[src/design/nvs_pkg.sv]
// package for the nvram supervisor: timing constants and carrier structs
// assumes a single 200 MHz clock and digitised comparator inputs
// Behaviour
// - good settled supply passes select through decode
// - supply below threshold forces all selects high
// - threshold pick input chooses comparator threshold
// - access in progress finishes before blocking
// - protect deadline expiry forces selects high
// - backup source below switchover, main above
// - selects held inactive for recovery time
// - two-bit decode drives one select low
// - reset asserted within protect deadline
// - reset held low for hold time after rise
// - battery tested at power-up and periodically
// - weak flag set when test fails
// - weak flag stays until a test passes
// - battery tests only with main supply present
package nvs_pkg;
    localparam int CLK_MHZ = 200;
    localparam int PROTECT_US = 150;
    localparam int RECOVERY_MS = 120;
    localparam int HOLD_MS = 200;
    localparam int TEST_HOURS = 24;
    localparam int PROTECT_CYC = PROTECT_US * CLK_MHZ;
    localparam int RECOVERY_CYC = RECOVERY_MS * 1000 * CLK_MHZ;
    localparam int HOLD_CYC = HOLD_MS * 1000 * CLK_MHZ;
    localparam longint TEST_CYC = longint'(TEST_HOURS) * 3600 * 1000000
        * CLK_MHZ;
    localparam logic [3:0] SEL_IDLE = 4'hF;
    localparam logic [3:0] SEL_ONE = 4'h1;

    // digitised comparator results
    typedef struct packed {
        logic above_fail_hi; // supply above high threshold
        logic above_fail_lo; // supply above low threshold
        logic above_switch;  // supply above switchover level
        logic batt_ok;       // battery above weak level
    } nvs_sense_t;

    // host select request
    typedef struct packed {
        logic cs_b;
        logic [1:0] decode;
    } nvs_sel_t;
endpackage : nvs_pkg

[src/design/nvs_sync.sv]
// two flop synchroniser for a vector of pin levels
// assumes inputs are asynchronous to clk_sys
`timescale 1ns/1ps
`default_nettype none
module nvs_sync #(
    parameter int W = 1
) (
    input wire logic clk_sys,
    input wire logic rst_b,
    input wire logic [W-1:0] d,
    output logic [W-1:0] q
);
    logic [W-1:0] s1_r;
    logic [W-1:0] s1_nxt;
    logic [W-1:0] q_r;
    logic [W-1:0] q_nxt;

    // stage one feeds only stage two
    always_comb
    begin
        s1_nxt = d;
        q_nxt = s1_r;
    end

    always_ff @(posedge clk_sys or negedge rst_b)
    begin
        if (!rst_b)
        begin
            s1_r <= '0;
            q_r <= '0;
        end
        else
        begin
            s1_r <= s1_nxt;
            q_r <= q_nxt;
        end
    end

    assign q = q_r;
endmodule : nvs_sync
`default_nettype wire

[src/design/nvs_timer.sv]
// restartable down counter that flags when its interval has elapsed
// assumes start and run come from logic on clk_sys
`timescale 1ns/1ps
`default_nettype none
module nvs_timer #(
    parameter int W = 32,
    parameter longint LOAD = 1
) (
    input wire logic clk_sys,
    input wire logic rst_b,
    input wire logic start,
    input wire logic run,
    output logic done
);
    logic [W-1:0] cnt_r;
    logic [W-1:0] cnt_nxt;
    logic done_r;
    logic done_nxt;

    initial
    begin
        if (LOAD < 1 || LOAD >= (longint'(1) << W))
            $error("nvs_timer load does not fit");
    end

    // load on start, count while run, flag at zero
    always_comb
    begin
        cnt_nxt = cnt_r;
        done_nxt = done_r;
        if (start)
        begin
            cnt_nxt = W'(LOAD - 1);
            done_nxt = 1'b0;
        end
        else if (run && !done_r)
        begin
            if (cnt_r == '0)
                done_nxt = 1'b1;
            else
                cnt_nxt = cnt_r - W'(1);
        end
    end

    always_ff @(posedge clk_sys or negedge rst_b)
    begin
        if (!rst_b)
        begin
            cnt_r <= '0;
            done_r <= 1'b0;
        end
        else
        begin
            cnt_r <= cnt_nxt;
            done_r <= done_nxt;
        end
    end

    assign done = done_r;
endmodule : nvs_timer
`default_nettype wire

[src/design/nvs_supervisor.sv]
// nvram supervisor: select gating, power-on reset, battery monitor
// assumes comparator results arrive as asynchronous digital levels
`timescale 1ns/1ps
`default_nettype none
module nvs_supervisor
    import nvs_pkg::*;
#(
    parameter int PROTECT_CYCLES = PROTECT_CYC,
    parameter int RECOVERY_CYCLES = RECOVERY_CYC,
    parameter int HOLD_CYCLES = HOLD_CYC,
    parameter longint TEST_CYCLES = TEST_CYC
) (
    input wire logic clk_sys,
    input wire logic rst_b,
    input wire nvs_pkg::nvs_sense_t sense_in,
    input wire logic threshold_pick,
    input wire nvs_pkg::nvs_sel_t sel_in,
    output logic [3:0] gated_select_out_b,
    output logic backed_supply_from_batt,
    output logic reset_out_b_o,
    output logic reset_out_b_oe,
    output logic battery_weak_flag_b_o,
    output logic battery_weak_flag_b_oe
);
    nvs_sense_t sense;
    nvs_sel_t sel;
    logic thr_pick;

    initial
    begin
        if (PROTECT_CYCLES < 1 || RECOVERY_CYCLES < 1 || HOLD_CYCLES < 1
            || TEST_CYCLES < 1)
            $error("nvs_supervisor durations must be positive");
    end

    // synchronise every pin-level input
    nvs_sync #(.W($bits(nvs_sense_t))) u_sync_sense (
        .clk_sys(clk_sys),
        .rst_b(rst_b),
        .d(sense_in),
        .q(sense)
    );
    nvs_sync #(.W($bits(nvs_sel_t) + 1)) u_sync_sel (
        .clk_sys(clk_sys),
        .rst_b(rst_b),
        .d({sel_in, threshold_pick}),
        .q({sel, thr_pick})
    );

    typedef enum logic [3:0] {
        ST_OFF = 4'h1,
        ST_RECOVER = 4'h2,
        ST_RUN = 4'h4,
        ST_DRAIN = 4'h8
    } nvs_state_t;

    nvs_state_t state_r;
    nvs_state_t state_nxt;
    logic supply_good;
    logic rec_done;
    logic hold_done;
    logic prot_done;
    logic test_done;
    logic enter_rec;
    logic enter_drain;
    logic [3:0] sel_r;
    logic [3:0] sel_nxt;
    logic rst_low_r;
    logic rst_low_nxt;
    logic weak_r;
    logic weak_nxt;
    logic batt_src_r;
    logic batt_src_nxt;
    logic good_d_r;
    logic good_d_nxt;
    logic [3:0] decoded;

    // threshold chosen by pick level; pick high selects low threshold
    assign supply_good = thr_pick ? sense.above_fail_lo
                                  : sense.above_fail_hi;
    assign enter_rec = supply_good && !good_d_r;
    assign enter_drain = !supply_good && good_d_r;

    // recovery, hold, protect and test intervals
    nvs_timer #(.W(32), .LOAD(RECOVERY_CYCLES)) u_rec (
        .clk_sys(clk_sys),
        .rst_b(rst_b),
        .start(enter_rec),
        .run(state_r == ST_RECOVER),
        .done(rec_done)
    );
    nvs_timer #(.W(32), .LOAD(HOLD_CYCLES)) u_hold (
        .clk_sys(clk_sys),
        .rst_b(rst_b),
        .start(enter_rec),
        .run(supply_good),
        .done(hold_done)
    );
    nvs_timer #(.W(32), .LOAD(PROTECT_CYCLES)) u_prot (
        .clk_sys(clk_sys),
        .rst_b(rst_b),
        .start(enter_drain),
        .run(state_r == ST_DRAIN),
        .done(prot_done)
    );
    nvs_timer #(.W(48), .LOAD(TEST_CYCLES)) u_test (
        .clk_sys(clk_sys),
        .rst_b(rst_b),
        .start(enter_rec || test_done),
        .run(supply_good),
        .done(test_done)
    );

    // one-hot low decode of the two select bits
    always_comb
    begin
        decoded = SEL_IDLE;
        if (!sel.cs_b)
            decoded = ~(SEL_ONE << sel.decode);
    end

    // supply state sequencing
    always_comb
    begin
        state_nxt = state_r;
        unique case (state_r)
            ST_OFF:
                if (supply_good)
                    state_nxt = ST_RECOVER;
            ST_RECOVER:
                if (!supply_good)
                    state_nxt = ST_OFF;
                else if (rec_done)
                    state_nxt = ST_RUN;
            ST_RUN:
                if (!supply_good)
                    state_nxt = (sel_r != SEL_IDLE) ? ST_DRAIN
                                                    : ST_OFF;
            ST_DRAIN:
                if (sel.cs_b || prot_done)
                    state_nxt = ST_OFF;
            default:
                state_nxt = ST_OFF;
        endcase
    end

    // gated selects, reset, battery flag and supply source
    always_comb
    begin
        good_d_nxt = supply_good;
        sel_nxt = SEL_IDLE;
        if (state_r == ST_RUN && supply_good)
            sel_nxt = decoded;
        else if (state_r == ST_RUN && !sel.cs_b)
            sel_nxt = sel_r; // supply just failed: keep access
        else if (state_r == ST_DRAIN && !prot_done && !sel.cs_b)
            sel_nxt = sel_r;
        // stale done from the last power cycle must not release reset
        rst_low_nxt = !supply_good || enter_rec
            || !hold_done;
        batt_src_nxt = !sense.above_switch;
        weak_nxt = weak_r;
        if (supply_good && (enter_rec || test_done))
            weak_nxt = !sense.batt_ok;
    end

    always_ff @(posedge clk_sys or negedge rst_b)
    begin
        if (!rst_b)
        begin
            state_r <= ST_OFF;
            sel_r <= SEL_IDLE;
            rst_low_r <= 1'b1;
            weak_r <= 1'b0;
            batt_src_r <= 1'b1;
            good_d_r <= 1'b0;
        end
        else
        begin
            state_r <= state_nxt;
            sel_r <= sel_nxt;
            rst_low_r <= rst_low_nxt;
            weak_r <= weak_nxt;
            batt_src_r <= batt_src_nxt;
            good_d_r <= good_d_nxt;
        end
    end

    // open-drain outputs drive only low
    assign gated_select_out_b = sel_r;
    assign backed_supply_from_batt = batt_src_r;
    assign reset_out_b_o = 1'b0;
    assign reset_out_b_oe = rst_low_r;
    assign battery_weak_flag_b_o = 1'b0;
    assign battery_weak_flag_b_oe = weak_r;
endmodule : nvs_supervisor
`default_nettype wire

[config.mk]
export PLATFORM = sky130hd
export DESIGN_NAME = nvs_supervisor
export DESIGN_NICKNAME = d
export VERILOG_FILES = /design/src/design/nvs_pkg.sv /design/src/design/nvs_sync.sv /design/src/design/nvs_timer.sv /design/src/design/nvs_supervisor.sv
export SDC_FILE = /design/constraint.sdc
export NUM_CORES = 1
export LEC_CHECK = 0
export ABC_CLOCK_PERIOD_IN_PS = 3800
export BUFFER_PORTS_ARGS = -buffer_cell sky130_fd_sc_hd__buf_2
export CAP_MARGIN = 40
export CELL_PAD_IN_SITES_DETAIL_PLACEMENT = 1
export CELL_PAD_IN_SITES_GLOBAL_PLACEMENT = 1
export CORE_MARGIN = 1.5
export CORE_UTILIZATION = 50
export CTS_CLUSTER_SIZE = 14
export DETAILED_ROUTE_END_ITERATION = 16
export MAX_ROUTING_LAYER = met4
export PLACE_DENSITY_LB_ADDON = 0.1
export SETUP_SLACK_MARGIN = 0.05
export SYNTH_ARGS = -nofsm -noshare
export SYNTH_HDL_FRONTEND = slang
export SYNTH_HIERARCHICAL = 1
export SYNTH_SLANG_ARGS = --single-unit
[constraint.sdc]
create_clock -name clk_sys -period 3.8 [get_ports clk_sys]
set_clock_uncertainty 0.15 [all_clocks]
set_input_delay 0.19 -clock clk_sys [delete_from_list [all_inputs] [get_ports clk_sys]]
set_output_delay 0.19 -clock clk_sys [all_outputs]
set_load 0.02 [all_outputs]
* Yosys cells after proc, flatten, opt, wreduce, memory -nomap -nowiden
Cells that the tools add are included. Widths: inputs -> output; s select.
Storage, ports and cells: register bits 176, bits of input ports 10, word-level logic and storage cells 120
Cells by class: $add $sub $neg 4, eq/ne operators 15, shifts and indexed selects 1, mux-type cells 36, bitwise operators 1, reductions and logical operators 45
Operators with widths (number):
- $mux 32 | 9
- $mux 48 | 3
- $logic_not 32->1 | 3
- $sub 32x1->32 const B | 3
- $logic_not 48->1 | 1
- $sub 48x1->48 const B | 1
- $mux 4 | 10
- $reduce_and 2->1 | 9
- $ne 2x2->1 const B | 8
- $pmux 4 s4 | 1
- $reduce_bool 2->1 | 8
- $mux 1 | 13
- $logic_and 1x1->1 | 10
- $logic_not 1->1 | 9
- $eq 4x1->1 const B | 1
- $eq 4x2->1 const B | 1
- $eq 4x3->1 const B | 1
- $eq 4x4->1 const B | 1
- $logic_or 1x1->1 | 4
- $ne 4x4->1 const B | 1
- $not 4->4 | 1
- $reduce_and 4->1 | 1
- $shl 1x2->4 const A | 1
- $ne 3x3->1 const B | 1
- $ne 2x1->1 const B | 1

* Depth between registers and ports, before layout
Gate-level depths: netlist of run 1.
word-level depth 6, gate-level depth with buffers 10, depth with buffers taken out 8

* Modules after synthesis
Netlist of run 1, hierarchy kept.
Modules (own cells, without submodules):
- nvs_timer at u_test | times used 1, cells an instance 300, area an instance 2762.6 um2, seq. area each 1226.2 um2
- nvs_timer at u_hold | times used 1, cells an instance 197, area an instance 1941.9 um2, seq. area each 825.8 um2
- nvs_timer at u_prot | times used 1, cells an instance 200, area an instance 1880.6 um2, seq. area each 825.8 um2
- nvs_timer at u_rec | times used 1, cells an instance 186, area an instance 1819.2 um2, seq. area each 825.8 um2
- nvs_supervisor | times used 1, cells an instance 58, area an instance 629.4 um2, seq. area each 309.0 um2
- nvs_sync | times used 2, cells an instance 8, area an instance 200.2 um2, seq. area each 200.2 um2

* Worst setup path after synthesis of run 1
Ideal clock, no wire load.
path type reg-to-reg, start point register u_test.cnt_r[20], end point register u_test.cnt_r[31], arrival time 2.483 ns, data required time 3.572 ns, path slack 1.089 ns, cell stages (with the launch flop) 8, buffers on the path 1, cell sequence dfrtp_1 -> or4_4 -> nor4b_4 -> nand4b_1 -> or4_1 -> buf_2 -> or4_1 -> a21oi_1
On the way: cells in the longest elaborated chain, start to end 4
RTL lines:
- start, declared | RTL line nvs_timer.sv:15 | logic [W-1:0] cnt_r;
- start signal, assigned | RTL line nvs_timer.sv:54 | cnt_r <= cnt_nxt;
- $sub 48x1->48 | RTL line nvs_timer.sv:41 | cnt_nxt = cnt_r - W'(1);
- $mux 48 | RTL line nvs_timer.sv:38 | if (cnt_r == '0)
- $mux 48 | RTL line nvs_timer.sv:36 | else if (run && !done_r)
- $mux 48 | RTL line nvs_timer.sv:31 | if (start)
Parallel ways exist; a longest one is shown, timed or not. The select of a mux whose other input is x is not followed. A chain may end at the register's enable or synchronous reset.

* Worst setup path after layout of run 1
start point register u_test.cnt_r[2], end point register u_test.cnt_r[31]
Same word-level chain as after synthesis.

==> metrics, run 1 <==
number of synthesized flops with an enable pin=0; setup_tns=0 ps; Die W=140 µm; Pins Over Slew Limit=0; clk_lat worst skew=440 ps; final WL=24100 µm; max capacitance violation total=0; global placement routability congestion=between 0.8 and 0.9; die span in y=140 µm; status=completed; num rows=50; Synth Register Bits=176; H-tree depth=4; Net count, final=between 900 and 1000; DR DRC count=0; synth top area cells=dfrtp_1 45%, or3_1 3.5%, nor2_1 3.5%; gr ovfl total=0; syn avg cell area=9.86 µm²; Final ANT Viol Nets=0; Max rail drop VDD=approximately 0.34 mV; final hold slack=36.5 ps; Mapped Area=9430 µm²; die area=19700 µm²; Layout area overhead=9.67%; Worst Tran Pin Value=846 ps; predominant post-synthesis flop cell=dfrtp_1; area leader, netlist=dfrtp_1; layout cell share with drive strength beyond 1=roughly an eighth; PortBufs=16; Synth top area share=44.8%; CP Capture Type=flop; GRT Resource Usage Total=a little over a quarter; vias in the first global route=8397; cts repair resizes=0; Leak=about 3.7 nW; count of TritonRoute iterations in the first routing pass=4; CTS sink count=176; reg2reg end=u_test/cnt_r[31]; final worst path period share=a little under nine tenths; RSZ-0062 raised after global routing=false; core box area=~19000 µm²; Crit Path Category=flop to flop; initial antenna violation count=0; CTS Buffer Depth=2; Initial Util=50.8%; Crit path arrival time=roughly 3400 ps; min-delay worst type=input pin to asynchronous set/reset pin; clock transition at the registers of the reported paths=roughly 70 ps; Reg-to-Reg Start=u_test/cnt_r[2]; async set-reset flop share out of synthesis=100%; largest net degree at the start of global routing=85; Critical path origin=u_test/cnt_r[2]; post-layout min period=3230 ps; final setup vio count=0; Clock Tree Root=clkbuf_16; FF-to-FF setup slack=570 ps; register area share after synthesis=between 40% and 50%; first-pass GRT wire length=around 42000 µm; DP HPWL=16100 µm; Crit Path Max Fanout=17; CP endpoint=u_test/cnt_r[31]; required time of the critical path=4000 ps; routed length per instance=19.8 µm; cell count after synthesis=957; Synth Warn #=6; io pins=19; Initial DRC Count=350; endpoints failing hold=0; TritonCTS clock tree=built; fmax=309 MHz; most frequent cells in the layout=169 x dfrtp_1, 87 x nor2_1, 53 x or3_1, 49 x nor4_1, 44 x a21oi_1; worst reg2reg path depth=6; Cell variety after synth=72; diode count=0; Power per Cell Area=389 nW/µm²; CTS Buf Count=17; via count=7710; most common cell after layout, fill and taps aside=dfrtp_1; via density per instance=6.32; crit path launch type=flop; Rel. slew slack=43.6%
-- worst max-delay path, cell delays in order (launching register included) --
cell	delay (ps)
dfrtp_1	430
or3_1	450
nor4_4	480
nand4b_1	200
or4_1	700
or4_1	560
a21oi_1	160
-- cell type report --
cell class / count / area [µm²]
clock inverter: 14 / 129
timing repair buffer: 44 / 339
inverter: 17 / 63.8
sequential: 176 / 4410
clock buffer: 18 / 439
multi-input combinational: 716 / 4670
tap: 234 / 293
fill: 2074 / 8230
-- kinds of logic after synthesis --
| kind of cell | after synthesis | synth area share (%) |
|---|---|---|
| adders and majority gates | 5 | 0.663 |
| xor gates and xnor gates | 37 | 3.44 |
| DFF | 176 | 46.8 |
| other | 1 | 0.0397 |
| buffers and inverters | 66 | 3.85 |
| AOI/OAI and AO/OA | 157 | 10.8 |
| muxes | 28 | 3.12 |
| and+or+nand+nor | 487 | 31.3 |
-- cells in the mapped netlist, drive strengths merged, types with 14 or more instances --
library cell	count
a21oi	44
buf	22
clkbuf	26
dfrtp	169
inv	16
mux2i	17
nand2	35
nand3	37
nand4	22
nor2	89
nor2b	32
nor3	39
nor4	56
o21ai	43
o31a	14
o31ai	24
or3	55
or4	40
xnor2	17
xor2	20
-- sequential cells by signal, indices dropped and copies added (netlist names) --
name	cells
u_prot/done	1
u_sync_sel/q	4
u_test/done	1
u_sync_sense/q	4
reset_out_b_oe	1
u_rec/cnt_r	32
u_test/cnt_r	48
u_hold/cnt_r	32
state_r	4
good_d_r	1
battery_weak_flag_b_oe	1
u_rec/done	1
gated_select_out_b	4
u_prot/cnt_r	32
u_sync_sense/q_nxt	4
u_sync_sel/q_nxt	4
u_hold/done	1
backed_supply_from_batt	1
-- timing repair --
item / 4_1_cts / 5_1_grt
hold endpoints to repair: 99 / 0
hold buffers: 9 / 0
buffers inserted: 0 / 0
endpoints found under the setup margin: 0 / 0
-- metal layers --
layer / GRT usage (%) / share of wire, %
met1: 33.2 / 45
met3: 4.82 / 2.9
met2: 45.5 / 51
met4: 6.59 / 0.81
met5: - / 0
-- stage by stage --
stage	setup WS (ps)	instances	total power, mW	cell area, µm²	utilization, %
finish	566	1219	4.02	10300	55.7
global route	384	1219	4.18	10300	55.7
CTS	568	1219	4.07	10300	55.7
detailed placement	612	1178	2.33	9690	52.1
global placement	743	1177	2.29	9660	52.0
floorplan	1090	958	2.20	9440	-
-- worst min path at each step --
stage                        endpoint  depth (start not counted)         from  slack [ps]
6_report              u_rec/cnt_r[20]                          2        rst_b          40
5_1_grt               u_rec/cnt_r[24]                          2        rst_b          50
4_1_cts               u_rec/cnt_r[20]                          2        rst_b          30
3_5_place_dp          u_rec/cnt_r[22]                          1        rst_b         -70
3_3_place_gp    u_sync_sense/q_nxt[0]                          1  sense_in[0]         150
2_1_floorplan  battery_weak_flag_b_oe                          0        rst_b        -260
-- power by group --
group	leakage [nW]	total, mW	switching (mW)	internal (mW)
clock	0.274	1.72	0.792	0.930
sequential	2.02	1.98	0.0540	1.93
combinational	1.39	0.325	0.218	0.106
total	3.68	4.02	1.06	2.96
(Power assumes the default switching activity.)
==> run 2, diff against run 1 <==
==> constraint.sdc (replaced) <==
create_clock -name clk_sys -period 3.8 [get_ports clk_sys]
set_clock_uncertainty 0.15 [all_clocks]
set_input_delay 1.14 -clock clk_sys [delete_from_list [all_inputs] [get_ports clk_sys]]
set_output_delay 1.14 -clock clk_sys [all_outputs]
set_load 0.02 [all_outputs]
==> metrics, run 2 (same netlist as run 1, synthesis figures left out) <==
top cell family by delay on the critical path=simple AND/OR/NAND/NOR gates; area of the multi-input gates=4670 µm²; slowest stage delay, CP=580 ps; global placement routability congestion=0.793; required time of the critical path=approximately 4000 ps; min-delay worst type=flop to flop; dpl cells=1177; post-layout min period=3200 ps; fin util=between 50% and 60%; setup_tns=0 ps; Crit Path Category=flop to flop; final WL=23500 µm; Placement Setup Slack=663 ps; total of fill cells in the finished design=2043; vias in the first global route=8125; H-tree depth=4; hold buffer count at cts=0; Layout area overhead=8.94%; DR top layer=met4; routed length per instance=19.4 µm; most common cell after layout, fill and taps aside=dfrtp_1; final setup vio count=0; num rows=50; die span in y=between 100 and 150 µm; DP HPWL=15800 µm; count of TritonRoute iterations in the first routing pass=4; Die W=140 µm; most frequent cells in the layout=169 x dfrtp_1, 87 x nor2_1, 53 x or3_1, 49 x nor4_1, 44 x a21oi_1; Initial Util=50.8%; io pins=19; RSZ-0062 raised after global routing=false; endpoints failing hold=0; Rel. slew slack=a little over two fifths; max FFs per register=48; Leak=3.65 nW; CTS Buffer Depth=2; PortBufs=16; TritonCTS clock tree=built; first-pass GRT wire length=40500 µm; Clock Tree Root=clkbuf_16; GRT Resource Usage Total=a little over a quarter; Crit Path Max Fanout=22; Crit path arrival time=around 3400 ps; Sequential Area=4410 µm²; Worst Tran Pin Value=around 850 ps; initial antenna violation count=0; DR DRC count=0; met3 routed WL=~450 µm; cts repair resizes=0; status=completed; largest net degree at the start of global routing=85; via density per instance=roughly 6.3; Critical Path, Cell by Cell=or4_4 -> nor4_1 -> nand4_1 -> nand2_1 -> buf_4 -> o21ai_0 -> or3b_2; Power per Cell Area=between 300 and 400 nW/µm²; CP Capture Type=flop; core box area=18600 µm²; layout cell share with drive strength beyond 1=13.1%; max capacitance violation total=0; Net count, final=977; worst setup margin=603 ps; via count=7620; met2 wire length=12100 µm; die area=19700 µm²; Final ANT Viol Nets=0; clock transition at the registers of the reported paths=approximately 70 ps; final worst path period share=84.1%; Max rail drop VDD=0.307 mV; Pins Over Slew Limit=0; gr ovfl total=0; diode count=0; slowest CP cell=or4_4; fmax=approximately 310 MHz; # Post-CTS Setup Buffers=0; Biggest register=u_test/cnt_r; clk_lat worst skew=430 ps; met1 wire length=10700 µm; crit path launch type=flop; Initial DRC Count=slightly above 300; final std cells w/o fill=roughly 1200; CTS Buf Count=17; CTS sink count=176; Crit path buffers/inverters=1
==> run 2: cell types whose count changed in the layout (fill, tap and decap cells not counted), sizes merged <==
cell | before | now
inv | 22 | 16
bufinv | 1 | 2
clkinvlp | 3 | 2
dlygate4sd3 | 9 | 0
buf | 35 | 34
clkbuf | 18 | 24
==> run 2: final cells by class <==
| class | count | area share (%) |
|---|---|---|
| Multi-Input combinational cell | 716 | 45.4 |
| Tap cell | 234 | 2.85 |
| Timing Repair Buffer | 34 | 2.28 |
| Clock inverter | 8 | 0.998 |
| Sequential cell | 176 | 42.9 |
| Clock buffer | 24 | 4.88 |
| Inverter | 17 | 0.621 |
==> run 2: per-stage QoR <==
step	hold slack [ps]	power [mW]	instance area [µm²]
floorplan	181	2.20	9440
detailed placement	188	2.33	9670
global route	207	4.24	10300
CTS	203	4.13	10300
finish	200	4.08	10300
global placement	185	2.29	9670
==> run 2: where the power goes <==
group	internal (mW)	switching, mW	leakage [nW]	total [mW]
sequential	1.93	0.0542	2.02	1.98
clock	1.06	0.730	0.292	1.79
combinational	0.0989	0.215	1.35	0.313
total	3.08	0.998	3.65	4.08
==> run 2: routing by layer <==
layer / global-route usage (%) / up-vias
li1: - / 3586
met3: 3.28 / 19
met5: - / -
met2: 44.4 / 82
met1: 33.0 / 3933
met4: 7.09 / 0
==> run 2: path summary, 6_finish.rpt <==
path                                         end  slack, ps  cells after the start             startpoint
max                              u_test/cnt_r[7]        600                      7       u_test/cnt_r[18]
min reg2reg                    u_sync_sense/q[0]        200                      0  u_sync_sense/q_nxt[0]
max in group asynchronous  gated_select_out_b[3]       2070                      2                  rst_b
min in group asynchronous         u_rec/cnt_r[3]        590                      1                  rst_b
max reg2reg                      u_test/cnt_r[7]        600                      7       u_test/cnt_r[18]
min                            u_sync_sense/q[0]        200                      0  u_sync_sense/q_nxt[0]
==> run 3, diff against run 2 <==
Settings changed: ABC_CLOCK_PERIOD_IN_PS 3800 to 2600, CORE_UTILIZATION 50 to 45.
Clock period 3.8 ns to 2.6 ns, I/O delays scaled along.
==> metrics, run 3 (same netlist as run 1, synthesis figures left out) <==
Crit Path Category=flop to flop; slowest stage delay, CP=560 ps; total of fill cells in the finished design=between 2000 and 2500; Die W=148 µm; TritonCTS clock tree=built; fmax=355 MHz; Leak=4.48 nW; max capacitance violation total=0; Reg-to-Reg Start=u_test/cnt_r[20]; Max rail drop VDD=0.514 mV; Power per Cell Area=512 nW/µm²; final WL=27800 µm; Layout area overhead=28.8%; H-tree depth=4; most frequent cells in the layout=169 x dfrtp_1, 130 x buf_4, 86 x nor2_1, 47 x or3_1, 36 x nor3_1; via count=around 8400; failing checks=setup timing; worst setup margin=-220 ps; Biggest register=u_test/cnt_r; Worst Tran Pin Value=around 540 ps; Placement Setup Slack=-233 ps; io pins=19; initial antenna violation count=0; DP HPWL=17800 µm; diode count=0; Crit path arrival time=between 3000 and 4000 ps; RSZ-0062 raised after global routing=true; Final ANT Viol Nets=0; Rel. slew slack=64.0%; max FFs per register=48; routed length per instance=approximately 20 µm; most used cell along the critical path=or4_4; crit path launch type=flop; most common cell after layout, fill and taps aside=dfrtp_1; Clock Tree Root=clkbuf_16; GRT Resource Usage Total=26.1%; num rows=52; largest net degree at the start of global routing=between 80 and 90; via density per instance=6.02; final setup vio count=25; hold buffer count at cts=0; gr ovfl total=0; layout cell share with drive strength beyond 1=a little under a third; worst reg2reg path depth=8; global placement routability congestion=a little under 0.9; CTS sink count=176; Pins Over Slew Limit=0; die span in y=148 µm; Initial Util=46.2%; status=finished, violations left; CP Capture Type=flop; Critical path origin=u_test/cnt_r[20]; clk_lat worst skew=430 ps; min-delay worst type=input pin to asynchronous set/reset pin; clock transition at the registers of the reported paths=around 70 ps; Net count, final=1119; final worst path period share=108%; DR DRC count=0; first-pass GRT wire length=44800 µm; endpoints failing hold=0; Initial DRC Count=399; Crit Path Max Fanout=4; vias in the first global route=8930; required time of the critical path=2800 ps; power consumption=6.23 mW; CTS Buffer Depth=2; CTS Buf Count=17; core box area=between 20000 and 25000 µm²; PortBufs=16; slowest CP cell=or4_4; count of TritonRoute iterations in the first routing pass=4; Critical Path, Cell by Cell=or4_4 -> nor4b_4 -> nand4b_1 -> or4_4 -> buf_4 -> buf_6 -> or3_4 -> a21oi_2; die area=approximately 22000 µm²; post-layout min period=2820 ps
run 3: cell types whose count changed in the layout (fill, tap and decap cells not counted), moves of 7 or more:
cell and delta:
or4_1 -11, a21oi_1 -11, or4_4 +11, buf_4 +113
or3_4 +7, o21ai_0 -9, buf_6 +20, nor4_1 -14
a21oi_2 +11, nor4_4 +8, buf_12 +7
run 3: layer usage:
layer  up-vias  track usage [%]  routed length [µm]
li1       3878                -                   -
met1      4333             31.6               12000
met2       108             44.6               14800
met3        33             4.35                 554
met4         0             7.90                 411
met5         -                -                   0
run 3: path summary, 6_finish.rpt:
check	slack, ps	endpoint
max	-220	u_test/cnt_r[27]
min	160	u_rec/cnt_r[21]
max reg2reg	-220	u_test/cnt_r[27]
min reg2reg	200	u_sync_sense/q[1]
max in group asynchronous	1450	u_prot/cnt_r[12]
min in group clk_sys	200	u_sync_sense/q[1]
run 3: report_power, final:
group | switching [mW] | internal [mW] | total, mW
logic | 0.384 | 0.262 | 0.645
registers | 0.0666 | 2.81 | 2.88
clock network | 1.13 | 1.58 | 2.70
run 3: through the flow:
stage	util [%]	area [µm²]	cells	TNS (ps)	hold WS, ps
3_5_place_dp	52.0	10600	1321	-2630	187
6_report	59.5	12200	1387	-1820	163
3_3_place_gp	52.0	10600	1321	-1070	182
5_1_grt	59.5	12200	1387	-6130	181
4_1_cts	56.7	11600	1369	-1410	174
2_1_floorplan	-	9480	958	-324	181
run 3: worst max-delay path, delay by kind of cell (launching register included):
family | cells | cell delay (ps)
and+or+nand+nor | 5 | 1810
DFF | 1 | 380
buffers and inverters | 2 | 280
AOI/OAI and AO/OA | 1 | 120
run 3: layout make-up:
cell class	count	area (µm²)	area share, %
timing repair buffer	176	1470	12.1
clock buffer	21	460	3.79
tap	270	338	2.78
inverter	17	66.3	0.546
clock inverter	11	151	1.25
multi-input combinational	716	5250	43.2
sequential	176	4410	36.3
run 3: what timing repair did:
action,4_1_cts,5_1_grt
endpoints found under the hold margin,0,0
endpoints found under the setup margin,58,109
pin swaps,17,18
setup buffers,16,16
cloned,0,2
gates resized for setup,46,94
